==> config.mk <==
export PLATFORM = sky130hd
export DESIGN_NAME = ecsr_regs
export DESIGN_NICKNAME = d
export VERILOG_FILES = /design/src/rtl/ecsr_flag_cell.v /design/src/rtl/ecsr_regs.v
export VERILOG_INCLUDE_DIRS = /design/src /design/src/rtl
export SDC_FILE = /design/constraint.sdc
export NUM_CORES = 2
export LEC_CHECK = 0
export BUFFER_PORTS_ARGS = -buffer_cell sky130_fd_sc_hd__buf_2
export CAP_MARGIN = 20
export CORE_ASPECT_RATIO = 0.7
export CORE_MARGIN = 3
export CORE_UTILIZATION = 51
export CTS_CLUSTER_SIZE = 10
export DETAILED_ROUTE_END_ITERATION = 10
export PLACE_DENSITY = 0.78
export SYNTH_ARGS = -nofsm -noshare
export SYNTH_HDL_FRONTEND = slang
export SYNTH_SLANG_ARGS = --single-unit
==> constraint.sdc <==
create_clock -name mclk_in -period 6.5 [get_ports mclk_in]
set_input_delay 0.325 -clock mclk_in [delete_from_list [all_inputs] [get_ports mclk_in]]
set_output_delay 0.325 -clock mclk_in [all_outputs]
set_load 0.01 [all_outputs]
==> src/rtl/ecsr_map.vh <==
/*
  Constants for the configuration, safety and volatile register block:
  instruction codes, field positions, reset values and serial framing counts.
  Assumes it is included by bare name from the design files of this block.
*/
`ifndef ECSR_MAP_VH
`define ECSR_MAP_VH

// Instruction codes
`define ECSR_OP_WRITE_STATUS_CONFIG 8'h01
`define ECSR_OP_READ_CONFIG_SAFETY 8'h15
`define ECSR_OP_READ_VOLATILE 8'h85
`define ECSR_OP_WRITE_VOLATILE 8'h81
`define ECSR_OP_CLEAR_FLAGS 8'h50
`define ECSR_OP_READ_PARAM_TABLE 8'h5A

// Configuration byte fields
`define ECSR_CFG_DRV_HI 6
`define ECSR_CFG_DRV_LO 5
`define ECSR_CFG_ID_LOCK 0
`define ECSR_DRV_RESET 2'h3
`define ECSR_ID_LOCK_RESET 1'h0

// Drive strength encodings
`define ECSR_DRV_HIGH 2'h0
`define ECSR_DRV_MEDIUM 2'h1
`define ECSR_DRV_LOW 2'h2
`define ECSR_DRV_DEFAULT 2'h3

// Safety byte fields, b7 down to b0
`define ECSR_SF_PROT_MODIFY 7
`define ECSR_SF_POWERUP 6
`define ECSR_SF_ERASE 5
`define ECSR_SF_PROGRAM 4
`define ECSR_SF_SINGLE_CORR 3
`define ECSR_SF_DOUBLE_CORR 2
`define ECSR_SF_TRIPLE_DET 1
`define ECSR_SF_TRIPLE_STICKY 0
`define ECSR_SF_COUNT 8

// Volatile byte fields and reset values
`define ECSR_VOL_BUF_EN 1
`define ECSR_VOL_BUF_FULL 0
`define ECSR_BUF_EN_RESET 1'h0
`define ECSR_BUF_FULL_RESET 1'h1

// Serial framing
`define ECSR_BYTE_CNT_W 3
`define ECSR_BYTE_CNT_MAX 3'h7
`define ECSR_BYTES_WRITE_STATUS_CONFIG_CMD_TWO 3'h3
`define ECSR_BYTES_WRITE_VOLATILE_CMD 3'h2
`define ECSR_BYTES_OPCODE 3'h1
`define ECSR_BYTES_ADDR_END 3'h4
`define ECSR_BYTES_DUMMY_END 3'h5
`define ECSR_LAST_BIT 3'h7

// Parameter table
`define ECSR_TABLE_AW 9
`define ECSR_TABLE_DEPTH 512

`endif

==> src/rtl/ecsr_flag_cell.v <==
/*
  One volatile safety flag: set by an event, zeroed by a clear or by the
  start of a new operation unless sticky. Assumes one clock, synchronous reset.
*/
`timescale 1ns/1ns
`default_nettype none

module ecsr_flag_cell (
  input wire mclk_in,
  input wire rst_in,
  input wire set_in,
  input wire clear_in,
  input wire refresh_in,
  input wire sticky_in,
  output reg flag_q_out
);

  // Set beats clear so an event landing on a clear is never lost
  always @(posedge mclk_in) begin
    if (rst_in) begin
      flag_q_out <= 1'b0;
    end else if (set_in) begin
      flag_q_out <= 1'b1;
    end else if (clear_in || (refresh_in && !sticky_in)) begin
      flag_q_out <= 1'b0;
    end
  end

endmodule

`default_nettype wire

==> src/rtl/ecsr_regs.v <==
/*
  Configuration, safety and volatile buffer-control registers of a serial
  page memory, reached over the serial instruction port.
  Assumes serial pins are already synchronous to mclk_in and that the serial
  clock is at most a quarter of mclk_in. Array events arrive as one-cycle
  pulses from the memory core, which also supplies the write enable latch.
*/
// What this block does
// - Read config byte repeatedly on read command
// - Second write-status byte updates drive bits
// - Drive at b6,b5; id lock at b0
// - Drive code sets output strength; default 11
// - Id lock gates id page; two-byte write
// - Read-only eight-bit safety flags, looped read
// - Protected modify flag sticky until clear/reset or power-up success
// - Power-up flag refreshed; clear command zeroes
// - Power-up error makes status read ones
// - Erase flag reflects each erase result
// - Program flag per operation; sticky buffered
// - Single-bit correction flag per operation
// - Double-bit correction flag per operation
// - Triple-bit detection flag per operation
// - Sticky triple detection until clear/reset
// - Flags accumulate within one read
// - Volatile byte read; enable at b1
// - Buffer enable allows program decode while busy if buffer not full
// - Buffer full bit; forced when disabled
// - Holds 512-byte parameter table, readable
// - Opcode 15h returns config then safety
// - Opcodes 85h read, 81h write volatile
// - Opcode 50h clears safety flags
// - Volatile write refused without write enable
`timescale 1ns/1ns
`default_nettype none
`include "ecsr_map.vh"

module ecsr_regs (
  input wire mclk_in,
  input wire rst_in,
  input wire spi_sck_in,
  input wire spi_cs_n_in,
  input wire spi_mosi_in,
  output reg spi_miso_out,
  output reg spi_miso_oe_n_out,
  input wire write_enable_latch_in,
  input wire soft_reset_in,
  input wire powerup_done_in,
  input wire powerup_fail_in,
  input wire protected_modify_in,
  input wire erase_start_in,
  input wire erase_fail_in,
  input wire program_start_in,
  input wire program_fail_in,
  input wire read_start_in,
  input wire single_correct_in,
  input wire double_correct_in,
  input wire triple_detect_in,
  input wire program_busy_in,
  input wire buffer_load_in,
  input wire buffer_release_in,
  input wire table_load_we_in,
  input wire [`ECSR_TABLE_AW-1:0] table_load_addr_in,
  input wire [7:0] table_load_data_in,
  output reg [1:0] drive_strength_out,
  output reg id_page_lock_out,
  output reg [7:0] safety_flags_out,
  output reg status_force_ones_out,
  output reg buffer_mode_enable_out,
  output reg buffer_full_status_out,
  output reg page_program_decode_out,
  output reg write_enable_clear_out
);

  localparam [2:0] ST_OPCODE = 3'h0;
  localparam [2:0] ST_ADDR = 3'h1;
  localparam [2:0] ST_DATA_IN = 3'h2;
  localparam [2:0] ST_DATA_OUT = 3'h3;
  localparam [2:0] ST_WAIT = 3'h4;

  reg sck_q;
  reg cs_n_q;
  reg [2:0] state_q;
  reg [2:0] bit_cnt_q;
  reg [`ECSR_BYTE_CNT_W-1:0] byte_cnt_q;
  reg [7:0] rx_sh_q;
  reg [7:0] opcode_q;
  reg [7:0] data1_q;
  reg [7:0] data2_q;
  reg [7:0] tx_sh_q;
  reg out_sel_q;
  reg [`ECSR_TABLE_AW-1:0] table_addr_q;
  reg drive_hi_q;
  reg drive_lo_q;
  reg id_lock_q;
  reg buf_en_q;
  reg buf_full_q;
  reg clear_flags_q;
  reg [7:0] table_mem [0:`ECSR_TABLE_DEPTH-1];

  wire sck_rise;
  wire sck_fall;
  wire cs_rise;
  wire [7:0] rx_byte;
  wire byte_done;
  wire [7:0] cfg_byte;
  wire [7:0] safety_byte;
  wire [7:0] vol_byte;
  reg [7:0] next_tx;
  wire [`ECSR_SF_COUNT-1:0] flag_set;
  wire [`ECSR_SF_COUNT-1:0] flag_clear;
  wire [`ECSR_SF_COUNT-1:0] flag_refresh;
  wire [`ECSR_SF_COUNT-1:0] flag_sticky;
  wire [`ECSR_SF_COUNT-1:0] flag_q;
  wire flag_wipe;
  wire ecc_refresh;
  wire powerup_ok;

  // Edge detection on the sampled serial pins
  assign sck_rise = spi_sck_in && !sck_q;
  assign sck_fall = !spi_sck_in && sck_q;
  assign cs_rise = spi_cs_n_in && !cs_n_q;
  assign rx_byte = {rx_sh_q[6:0], spi_mosi_in};
  assign byte_done = sck_rise && !spi_cs_n_in && (bit_cnt_q == `ECSR_LAST_BIT);

  // Read images; don't-care bits read as zero
  assign cfg_byte = {1'b0, drive_hi_q, drive_lo_q, 4'h0, id_lock_q};
  assign safety_byte = flag_q;
  assign vol_byte = {6'h00, buf_en_q, buf_full_q};

  always @(posedge mclk_in) begin
    if (rst_in) begin
      sck_q <= 1'b0;
      cs_n_q <= 1'b1;
    end else begin
      sck_q <= spi_sck_in;
      cs_n_q <= spi_cs_n_in;
    end
  end

  // Byte picked for the next output byte; looping rolls over forever
  always @* begin
    next_tx = 8'h00;
    case (opcode_q)
      `ECSR_OP_READ_CONFIG_SAFETY: begin
        next_tx = out_sel_q ? safety_byte : cfg_byte;
      end
      `ECSR_OP_READ_VOLATILE: begin
        next_tx = vol_byte;
      end
      `ECSR_OP_READ_PARAM_TABLE: begin
        next_tx = table_mem[table_addr_q];
      end
      default: begin
        next_tx = 8'h00;
      end
    endcase
  end

  // Factory load port for the parameter table
  always @(posedge mclk_in) begin
    if (table_load_we_in) begin
      table_mem[table_load_addr_in] <= table_load_data_in;
    end
  end

  // Instruction decoder: bits in on rising clock, MSB first
  always @(posedge mclk_in) begin
    if (rst_in || spi_cs_n_in) begin
      state_q <= ST_OPCODE;
      bit_cnt_q <= 3'h0;
      byte_cnt_q <= {`ECSR_BYTE_CNT_W{1'b0}};
      rx_sh_q <= 8'h00;
      if (rst_in) begin
        opcode_q <= 8'h00;
        data1_q <= 8'h00;
        data2_q <= 8'h00;
        table_addr_q <= {`ECSR_TABLE_AW{1'b0}};
      end
    end else if (sck_rise) begin
      bit_cnt_q <= bit_cnt_q + 3'h1;
      rx_sh_q <= rx_byte;
      if (byte_done) begin
        if (byte_cnt_q != `ECSR_BYTE_CNT_MAX) begin
          byte_cnt_q <= byte_cnt_q + 3'h1;
        end
        case (state_q)
          ST_OPCODE: begin
            opcode_q <= rx_byte;
            case (rx_byte)
              `ECSR_OP_READ_CONFIG_SAFETY, `ECSR_OP_READ_VOLATILE: begin
                state_q <= ST_DATA_OUT;
              end
              `ECSR_OP_WRITE_STATUS_CONFIG, `ECSR_OP_WRITE_VOLATILE: begin
                state_q <= ST_DATA_IN;
              end
              `ECSR_OP_READ_PARAM_TABLE: begin
                state_q <= ST_ADDR;
              end
              `ECSR_OP_CLEAR_FLAGS: begin
                state_q <= ST_WAIT;
              end
              default: begin
                state_q <= ST_WAIT; // Unknown code waits for deselect
              end
            endcase
          end
          ST_ADDR: begin
            // Three address bytes then one dummy; low bits index the table
            if (byte_cnt_q < `ECSR_BYTES_ADDR_END) begin
              table_addr_q <= {table_addr_q[0], rx_byte};
            end
            if (byte_cnt_q == `ECSR_BYTES_ADDR_END) begin
              state_q <= ST_DATA_OUT;
            end
          end
          ST_DATA_IN: begin
            if (byte_cnt_q == `ECSR_BYTES_OPCODE) begin
              data1_q <= rx_byte;
            end else if (byte_cnt_q == `ECSR_BYTES_WRITE_VOLATILE_CMD) begin
              data2_q <= rx_byte;
            end
          end
          default: begin
            state_q <= state_q;
          end
        endcase
      end
    end else if (sck_fall && (state_q == ST_DATA_OUT) && (bit_cnt_q == 3'h0)) begin
      // Table address steps once per byte sent, wrapping at the end
      if (opcode_q == `ECSR_OP_READ_PARAM_TABLE) begin
        table_addr_q <= table_addr_q + {{(`ECSR_TABLE_AW-1){1'b0}}, 1'b1};
      end
    end
  end

  // Output shifter: bits out on falling clock, MSB first
  always @(posedge mclk_in) begin
    if (rst_in || spi_cs_n_in) begin
      tx_sh_q <= 8'h00;
      out_sel_q <= 1'b0;
      spi_miso_out <= 1'b0;
      spi_miso_oe_n_out <= 1'b1;
    end else if (sck_fall && (state_q == ST_DATA_OUT)) begin
      spi_miso_oe_n_out <= 1'b0;
      if (bit_cnt_q == 3'h0) begin
        spi_miso_out <= next_tx[7];
        tx_sh_q <= {next_tx[6:0], 1'b0};
        out_sel_q <= !out_sel_q;
      end else begin
        spi_miso_out <= tx_sh_q[7];
        tx_sh_q <= {tx_sh_q[6:0], 1'b0};
      end
    end
  end

  // Nonvolatile configuration; written only when deselect ends two data bytes
  always @(posedge mclk_in) begin
    if (rst_in) begin
      {drive_hi_q, drive_lo_q} <= `ECSR_DRV_RESET;
      id_lock_q <= `ECSR_ID_LOCK_RESET;
    end else if (cs_rise && (opcode_q == `ECSR_OP_WRITE_STATUS_CONFIG) &&
                 (byte_cnt_q == `ECSR_BYTES_WRITE_STATUS_CONFIG_CMD_TWO) && (bit_cnt_q == 3'h0) &&
                 write_enable_latch_in) begin
      drive_hi_q <= data2_q[`ECSR_CFG_DRV_HI];
      drive_lo_q <= data2_q[`ECSR_CFG_DRV_LO];
      id_lock_q <= data2_q[`ECSR_CFG_ID_LOCK];
    end
  end

  // Buffer enable: write enable must be held or the write is dropped
  always @(posedge mclk_in) begin
    if (rst_in || soft_reset_in) begin
      buf_en_q <= `ECSR_BUF_EN_RESET;
    end else if (cs_rise && (opcode_q == `ECSR_OP_WRITE_VOLATILE) &&
                 (byte_cnt_q == `ECSR_BYTES_WRITE_VOLATILE_CMD) && (bit_cnt_q == 3'h0) &&
                 write_enable_latch_in) begin
      buf_en_q <= data1_q[`ECSR_VOL_BUF_EN];
    end
  end

  // Buffer full: held at one while disabled, freed on enable
  always @(posedge mclk_in) begin
    if (rst_in || soft_reset_in || !buf_en_q) begin
      buf_full_q <= `ECSR_BUF_FULL_RESET;
    end else if (buffer_load_in) begin
      buf_full_q <= 1'b1;
    end else if (buffer_release_in || !buffer_mode_enable_out) begin // Copy lags a fresh enable
      buf_full_q <= 1'b0;
    end
  end

  // Clear command acts once the frame ends exactly after its opcode
  always @(posedge mclk_in) begin
    if (rst_in) begin
      clear_flags_q <= 1'b0;
      write_enable_clear_out <= 1'b0;
    end else begin
      clear_flags_q <= cs_rise && (opcode_q == `ECSR_OP_CLEAR_FLAGS) &&
                       (byte_cnt_q == `ECSR_BYTES_OPCODE) && (bit_cnt_q == 3'h0);
      // Successful config or volatile write drops the latch in the core
      write_enable_clear_out <= cs_rise && write_enable_latch_in && (bit_cnt_q == 3'h0) &&
        (((opcode_q == `ECSR_OP_WRITE_STATUS_CONFIG) &&
          (byte_cnt_q == `ECSR_BYTES_WRITE_STATUS_CONFIG_CMD_TWO)) ||
         ((opcode_q == `ECSR_OP_WRITE_VOLATILE) && (byte_cnt_q == `ECSR_BYTES_WRITE_VOLATILE_CMD)));
    end
  end

  // Flag steering; reads never touch the flags, only events and the clear command do
  assign flag_wipe = clear_flags_q || soft_reset_in;
  assign powerup_ok = powerup_done_in && !powerup_fail_in;
  assign ecc_refresh = read_start_in || program_start_in;
  // Per-flag controls packed b7 down to b0, in the order of the safety byte
  assign flag_set = {protected_modify_in, powerup_done_in && powerup_fail_in,
                     erase_fail_in, program_fail_in,
                     single_correct_in, double_correct_in,
                     triple_detect_in, triple_detect_in};
  // Power-up success also drops the modify flag; software reset refreshes the power-up flag
  assign flag_clear = {flag_wipe || powerup_ok, clear_flags_q,
                       {(`ECSR_SF_COUNT-2){flag_wipe}}};
  assign flag_refresh = {1'b0, powerup_done_in || soft_reset_in, erase_start_in,
                         program_start_in, ecc_refresh, ecc_refresh, ecc_refresh, 1'b0};
  // Sticky copy survives later operations; program flag holds while buffering
  assign flag_sticky = {1'b1, 1'b0, 1'b0, buf_en_q, 1'b0, 1'b0, 1'b0, 1'b1};

  genvar gi;
  generate
    for (gi = 0; gi < `ECSR_SF_COUNT; gi = gi + 1) begin : g_flag
      ecsr_flag_cell u_flag (
        .mclk_in(mclk_in),
        .rst_in(rst_in),
        .set_in(flag_set[gi]),
        .clear_in(flag_clear[gi]),
        .refresh_in(flag_refresh[gi]),
        .sticky_in(flag_sticky[gi]),
        .flag_q_out(flag_q[gi])
      );
    end
  endgenerate

  // Registered copies toward the core; one cycle behind the source flops
  always @(posedge mclk_in) begin
    if (rst_in) begin
      drive_strength_out <= `ECSR_DRV_RESET;
      id_page_lock_out <= `ECSR_ID_LOCK_RESET;
      safety_flags_out <= 8'h00;
      status_force_ones_out <= 1'b0;
      buffer_mode_enable_out <= `ECSR_BUF_EN_RESET;
      buffer_full_status_out <= `ECSR_BUF_FULL_RESET;
      page_program_decode_out <= 1'b1;
    end else begin
      drive_strength_out <= {drive_hi_q, drive_lo_q};
      id_page_lock_out <= id_lock_q;
      safety_flags_out <= flag_q;
      status_force_ones_out <= flag_q[`ECSR_SF_POWERUP];
      buffer_mode_enable_out <= buf_en_q;
      buffer_full_status_out <= buf_full_q;
      // A busy array only takes a new page program into a free buffer
      page_program_decode_out <= !program_busy_in || (buf_en_q && !buf_full_q);
    end
  end

endmodule

`default_nettype wire

### Yosys cells after proc, flatten, opt, wreduce, memory -nomap -nowiden

Memories as Yosys holds them, arrays and structs flattened. A register that Yosys moved wholly into a read port is not among the register bits.
Index checks and enable logic that the tools add are counted.

| cells by class | value |
|---|---|
| reductions and logical operators | 80 |
| add/subtract/negate cells | 3 |
| order comparisons | 1 |
| eq/ne operators | 26 |
| multiplexer cells | 48 |

Operators with widths:

| operator | number |
|---|---|
| $mux W9 | 9 |
| $mux W8 | 7 |
| $mux W7 | 6 |
| $eq A8 B8 Y1 const B | 4 |
| $reduce_bool A2 Y1 | 15 |
| $logic_and A1 B1 Y1 | 27 |
| $eq A8 B7 Y1 const B | 3 |
| $pmux W8 S3 | 1 |
| $mux W1 | 17 |
| $eq A8 B1 Y1 const B | 2 |
| $eq A8 B5 Y1 const B | 2 |
| $logic_or A1 B1 Y1 | 14 |
| $eq A3 B2 Y1 const B | 4 |
| $reduce_and A6 Y1 | 2 |
| $logic_not A1 Y1 | 10 |
| $mux W2 | 5 |
| $add A9 B1 Y9 const B | 1 |
| $ne A3 B1 Y1 const B | 3 |
| $pmux W3 S3 | 1 |
| $reduce_and A4 Y1 | 2 |
| $add A3 B1 Y3 const B | 2 |
| $eq A3 B1 Y1 const B | 2 |
| $eq A3 B3 Y1 const B | 2 |
| $logic_not A3 Y1 | 2 |
| other kinds (10) | 15 |

| storage, ports and cells | value |
|---|---|
| memories | 1 |
| register bits | 85 |
| bits in writable memories | 4096 |
| word-level logic and storage cells | 195 |
| output and inout port bits | 18 |

Memory list:

| name | depth | bits a word | read ports | clocked after Yosys merged registers in | write ports | RTL line | RTL |
|---|---|---|---|---|---|---|---|
| table_mem | 512 | 8 | 1 | 1 | 1 | ecsr_regs.v:98 | `` reg [7:0] table_mem [0:`ECSR_TABLE_DEPTH-1]; `` |

### Longest topological paths before layout

| logic depth | value |
|---|---|
| depth after elaboration | 8 |
| gate-level depth with buffers | 14 |
| mapped depth without buffers | 9 |

### By module

From an unflattened synthesis, not the netlist that was laid out.

| second synthesis, totals | value |
|---|---|
| cells, all modules | 7985 |
| area total of the unflattened synthesis | 165409.9 µm² |

By module, submodules not included:

| module | cells an instance | instances | area each (µm²) | seq. area each (µm²) |
|---|---|---|---|---|
| ecsr_regs | 7945 | 1 | 165089.6 | 124789.7 |
| ecsr_flag_cell | 5 | 8 | 40.0 | 20.0 |

### Worst setup path after synthesis

No wires, ideal clock.

| timing | value |
|---|---|
| kind | flip-flop to flip-flop |
| start point | register (tool-made name) |
| end point | register tx_sh_q[3] |
| path slack | 3813 ps |
| arrival | 2560 ps |
| path buffers | 4 |
| stages on the path, launching flop included | 11 |
| cells stage by stage | dfxtp_1 -> buf_6 -> buf_12 -> buf_12 -> buf_2 -> mux4_2 -> mux4_2 -> a211oi_1 -> nor2_1 -> a31oi_1 -> o31ai_1 |

RTL lines:

| item | RTL line | RTL |
|---|---|---|
| to (signal assigned) | ecsr_regs.v:247 | `tx_sh_q <= {next_tx[6:0], 1'b0};` |
| to (signal assigned) | ecsr_regs.v:251 | `tx_sh_q <= {tx_sh_q[6:0], 1'b0};` |
| to (decl) | ecsr_regs.v:89 | `reg [7:0] tx_sh_q;` |

==> metrics list <==
- The total area inside the core boundary comes to 318000 um^2.
- Setup violations remaining at the end of the flow were counted as 0.
* Router iterations before antenna repair: 8
- The worst setup path is captured at a flop.
- Peak clock frequency supported by timing: 191 MHz
* Initial Util: 51.3%
- Cell total after placement: 12000
- Unrepaired setup endpoints after global routing: false
- Tcrit/Tclk final: about four fifths
- Number of antenna violations at the first check in global routing: 41
* Mapped Cells: 8006
* Mapped Area: 163000 um^2
- Using the TritonRoute via totals, the vias-per-cell ratio works out to 7.06.
* Number of filler cells placed in the layout: 21900
- In this run the critical register-to-register path is captured at tx_sh_q[1].
- Measured against its own limit, the worst slew margin works out to about 4.4%.
- Hold violation count in the final report: 0
- Counting instances, the worst hold path has a depth of 1.
- Once detail routing completed, the nets flagged for antenna violations numbered 0.
- CTS Root Buffer Type: sky130_fd_sc_hd__clkbuf_16
* Cell row count: 173
- The run finished with clean final reports.
- Clock slew seen by the registers of the worst setup and hold paths: 0.06 ns
- Total of buffers placed on input and output ports: 56
- The clock reaches the later pin of the worst-skew pair after 0.94 ns.
- In the final routed layout, each cell accounts on average for approximately 36 um.
* Final-stage net count: 8316
* Largest net degree at the start of global routing: 206
- Most used DFF post-synth: sky130_fd_sc_hd__edfxtp_1
* CTS H-Tree Depth: 5
- Number of max-cap violations: 0
- Leaving out fill and tap cells, the most frequent cell in the layout is sky130_fd_sc_hd__edfxtp_1.
- The number of global-route vias before repair came to 85100.
* Critical path class: flop to flop
- DP Wirelength: 269000 um
- Sort of element at the start of the critical path: flop
- CTS buffer count: 460
- For the worst setup path, the data arrival time is around 6 ns.
* EDFF count, synth: between 4000 and 5000
- Post-synthesis register bit count: 4183
- Die Footprint: 327000 um^2
- The number of pins exceeding their max-slew limit in the final report came to 0.
- CTS sink count: 4183
- Signed area change from the synthesized netlist to the final layout: 10.7%
- Worst hold path startpoint: table_load_data_in[0]
- The synthesized netlist contains 72 unique library cells.
- For hold timing, the worst endpoint is table_mem[102][0].
* Synth Net Count: ~8100
- Register area share after synthesis: about three quarters
- Post-CTS sizing: 0
- Number of warnings printed during yosys synthesis: 0
- Dividing total power by cell area gives a power density of 309 nW/um^2.
* Clock Skews: 0.0479 ns
* Fraction of layout cells with a size suffix above 1: 19.8%
* Width of the die: 682 um
* Worst ir drop on vdd: 0.280 mV
* Fraction of synthesis flops using an asynchronous set or reset pin: 0%
- After detailed routing, the number of remaining DRC violations is 0.
- Avg Synthesized Cell Area: 20.4 um^2
- The path class of the tightest hold or removal check is input port to flop.
- DR vias: 88800
* Ports placed on the boundary: 57
- In the final layout, the multi-input gates occupy 35300 um^2.
* Global-route wire length before repair: 643000 um
- For the finished layout, the period the worst path requires is roughly 5.2 ns.
- TritonCTS built the clock tree.
- Setup total negative slack on the finished layout was measured at 0 ns.
- Worst-case clock buffer depth: 4
* Routed wire length: 458000 um
* FF+latch area: 125000 um^2
- Commonest cells after routing, fill and taps aside: 4117 x sky130_fd_sc_hd__edfxtp_1, 833 x sky130_fd_sc_hd__mux4_2, 594 x sky130_fd_sc_hd__nor2_1
- For the pin with the worst max-slew slack, the measured transition is around 1.4 ns.
* Maximum fanout along the worst path: 93
* R2R depth: 10
* Post-route non-filler standard cell count: roughly 13000
* Standby leakage power: ~55 nW
* Setup Fix Bufs, Post-CTS: 0
- For flop-to-flop paths, the worst setup slack is 1.27 ns.
- Die span in y: 479 um
* Violation count after the first detailed-route iteration: 16700
* Final weighted congestion in routability-driven placement: 0.924
- At the worst endpoint, the required time is around 7.3 ns.
* Global router's overall resource usage: 27.6%
- Total gr overflow: 0
==> critical path, cell delays in order, from the launching register on <==
cell	delay, ns
sky130_fd_sc_hd__dfxtp_4	0.91
sky130_fd_sc_hd__buf_12	0.55
sky130_fd_sc_hd__buf_4	0.42
sky130_fd_sc_hd__mux4_2	0.56
sky130_fd_sc_hd__a22o_1	0.25
sky130_fd_sc_hd__a211oi_1	0.82
sky130_fd_sc_hd__buf_4	0.28
sky130_fd_sc_hd__a31oi_1	0.04
sky130_fd_sc_hd__and3_1	0.24
sky130_fd_sc_hd__a2111oi_0	0.61
sky130_fd_sc_hd__o31ai_1	0.17
==> repair_timing <==
item,CTS,global route
hold endpoints to repair,357,0
hold buffers,40,0
endpoints found under the setup margin,0,0
==> power breakdown <==
group	switching, mW	internal [mW]	leakage (nW)
clock network	9.82	12.6	5.89
registers	0.0670	29.7	37.6
logic	2.45	1.20	11.2
==> routing by layer <==
layer,track usage (%),wire length [um]
met3,12.7,82900
met2,38.1,194000
met1,38.6,160000
met5,0.407,367
met4,10.4,20000
==> Yosys cell counts, drive strengths merged (11+ instances only) <==
master   instances  share of area [%]
dfxtp           66               0.81
mux4           833                 12
a22oi           57               0.26
nand2          162               0.37
and2            14              0.054
mux2i          553                3.4
nand2b          18              0.069
nand3           46               0.14
nor4            23              0.088
a2111oi         17              0.091
and3            11              0.042
a21oi          177               0.54
nor2b           31               0.12
mux2            14              0.097
inv             15              0.035
clkbuf         227               0.52
o22ai          121               0.46
o21ai           63               0.19
a31oi           20              0.077
buf            273                1.3
nor3           121               0.37
o221ai         248                1.3
a22o            11              0.059
o211ai          18              0.083
a211oi          24               0.11
nor2           597                1.4
edfxtp        4117                 76
==> worst max path at each step <==
stage	to	from	slack, ns
4_1_cts	tx_sh_q[1]	flop	1.41
6_report	tx_sh_q[1]	flop	1.27
2_1_floorplan	tx_sh_q[3]	flop	3.81
5_1_grt	tx_sh_q[1]	flop	1.18
3_3_place_gp	tx_sh_q[4]	flop	1.35
3_5_place_dp	tx_sh_q[1]	flop	1.46
==> cell families (layout without fill, tap and decap cells) <==
family | after synthesis | count (layout) | synth area share [%]
flops | 4183 | 4183 | 76.6
mux | 1400 | 1400 | 15.0
simple gates | 1069 | 1069 | 2.83
compound gates | 816 | 816 | 3.54
buf+inv | 516 | 850 | 1.90
xor+xnor | 12 | 12 | 0.0644
fa+ha+maj | 10 | 10 | 0.0767
other cells | 0 | 43 | 0
==> registers in the layout, summed over array words and instances (netlist names), 2 cells and up, named ones only <==
name                      count
tx_sh_q                       7
safety_flags_out              8
bit_cnt_q                     3
g_flag.u_flag.flag_q_out      8
rx_sh_q                       7
state_q                       3
opcode_q                      8
table_addr_q                  9
byte_cnt_q                    3
data2_q                       3
drive_strength_out            2
table_mem                  4096
==> layout make-up <==
type | instances | share of cell area (%)
flip-flops and latches | 4183 | 69.2
multi-input cells | 3307 | 19.6
clock buffers | 518 | 6.55
well taps | 4200 | 2.91
repair buffers | 299 | 1.55
clock inverters | 17 | 0.113
diodes | 43 | 0.0596
inverters | 16 | 0.0402
==> per-stage QoR <==
step,setup WS [ns],hold slack [ns],utilization (%),power (mW),cell area (um^2)
2_1_floorplan,3.81,0.402,-,32.2,163000
4_1_cts,1.41,0.0394,56.8,55.7,180000
5_1_grt,1.18,0.0897,56.8,57.0,180000
6_report,1.27,0.0867,56.8,55.8,181000
3_5_place_dp,1.46,0.441,52.9,33.8,168000
3_3_place_gp,1.35,0.437,52.8,33.7,168000
(Power assumes the default switching activity.)
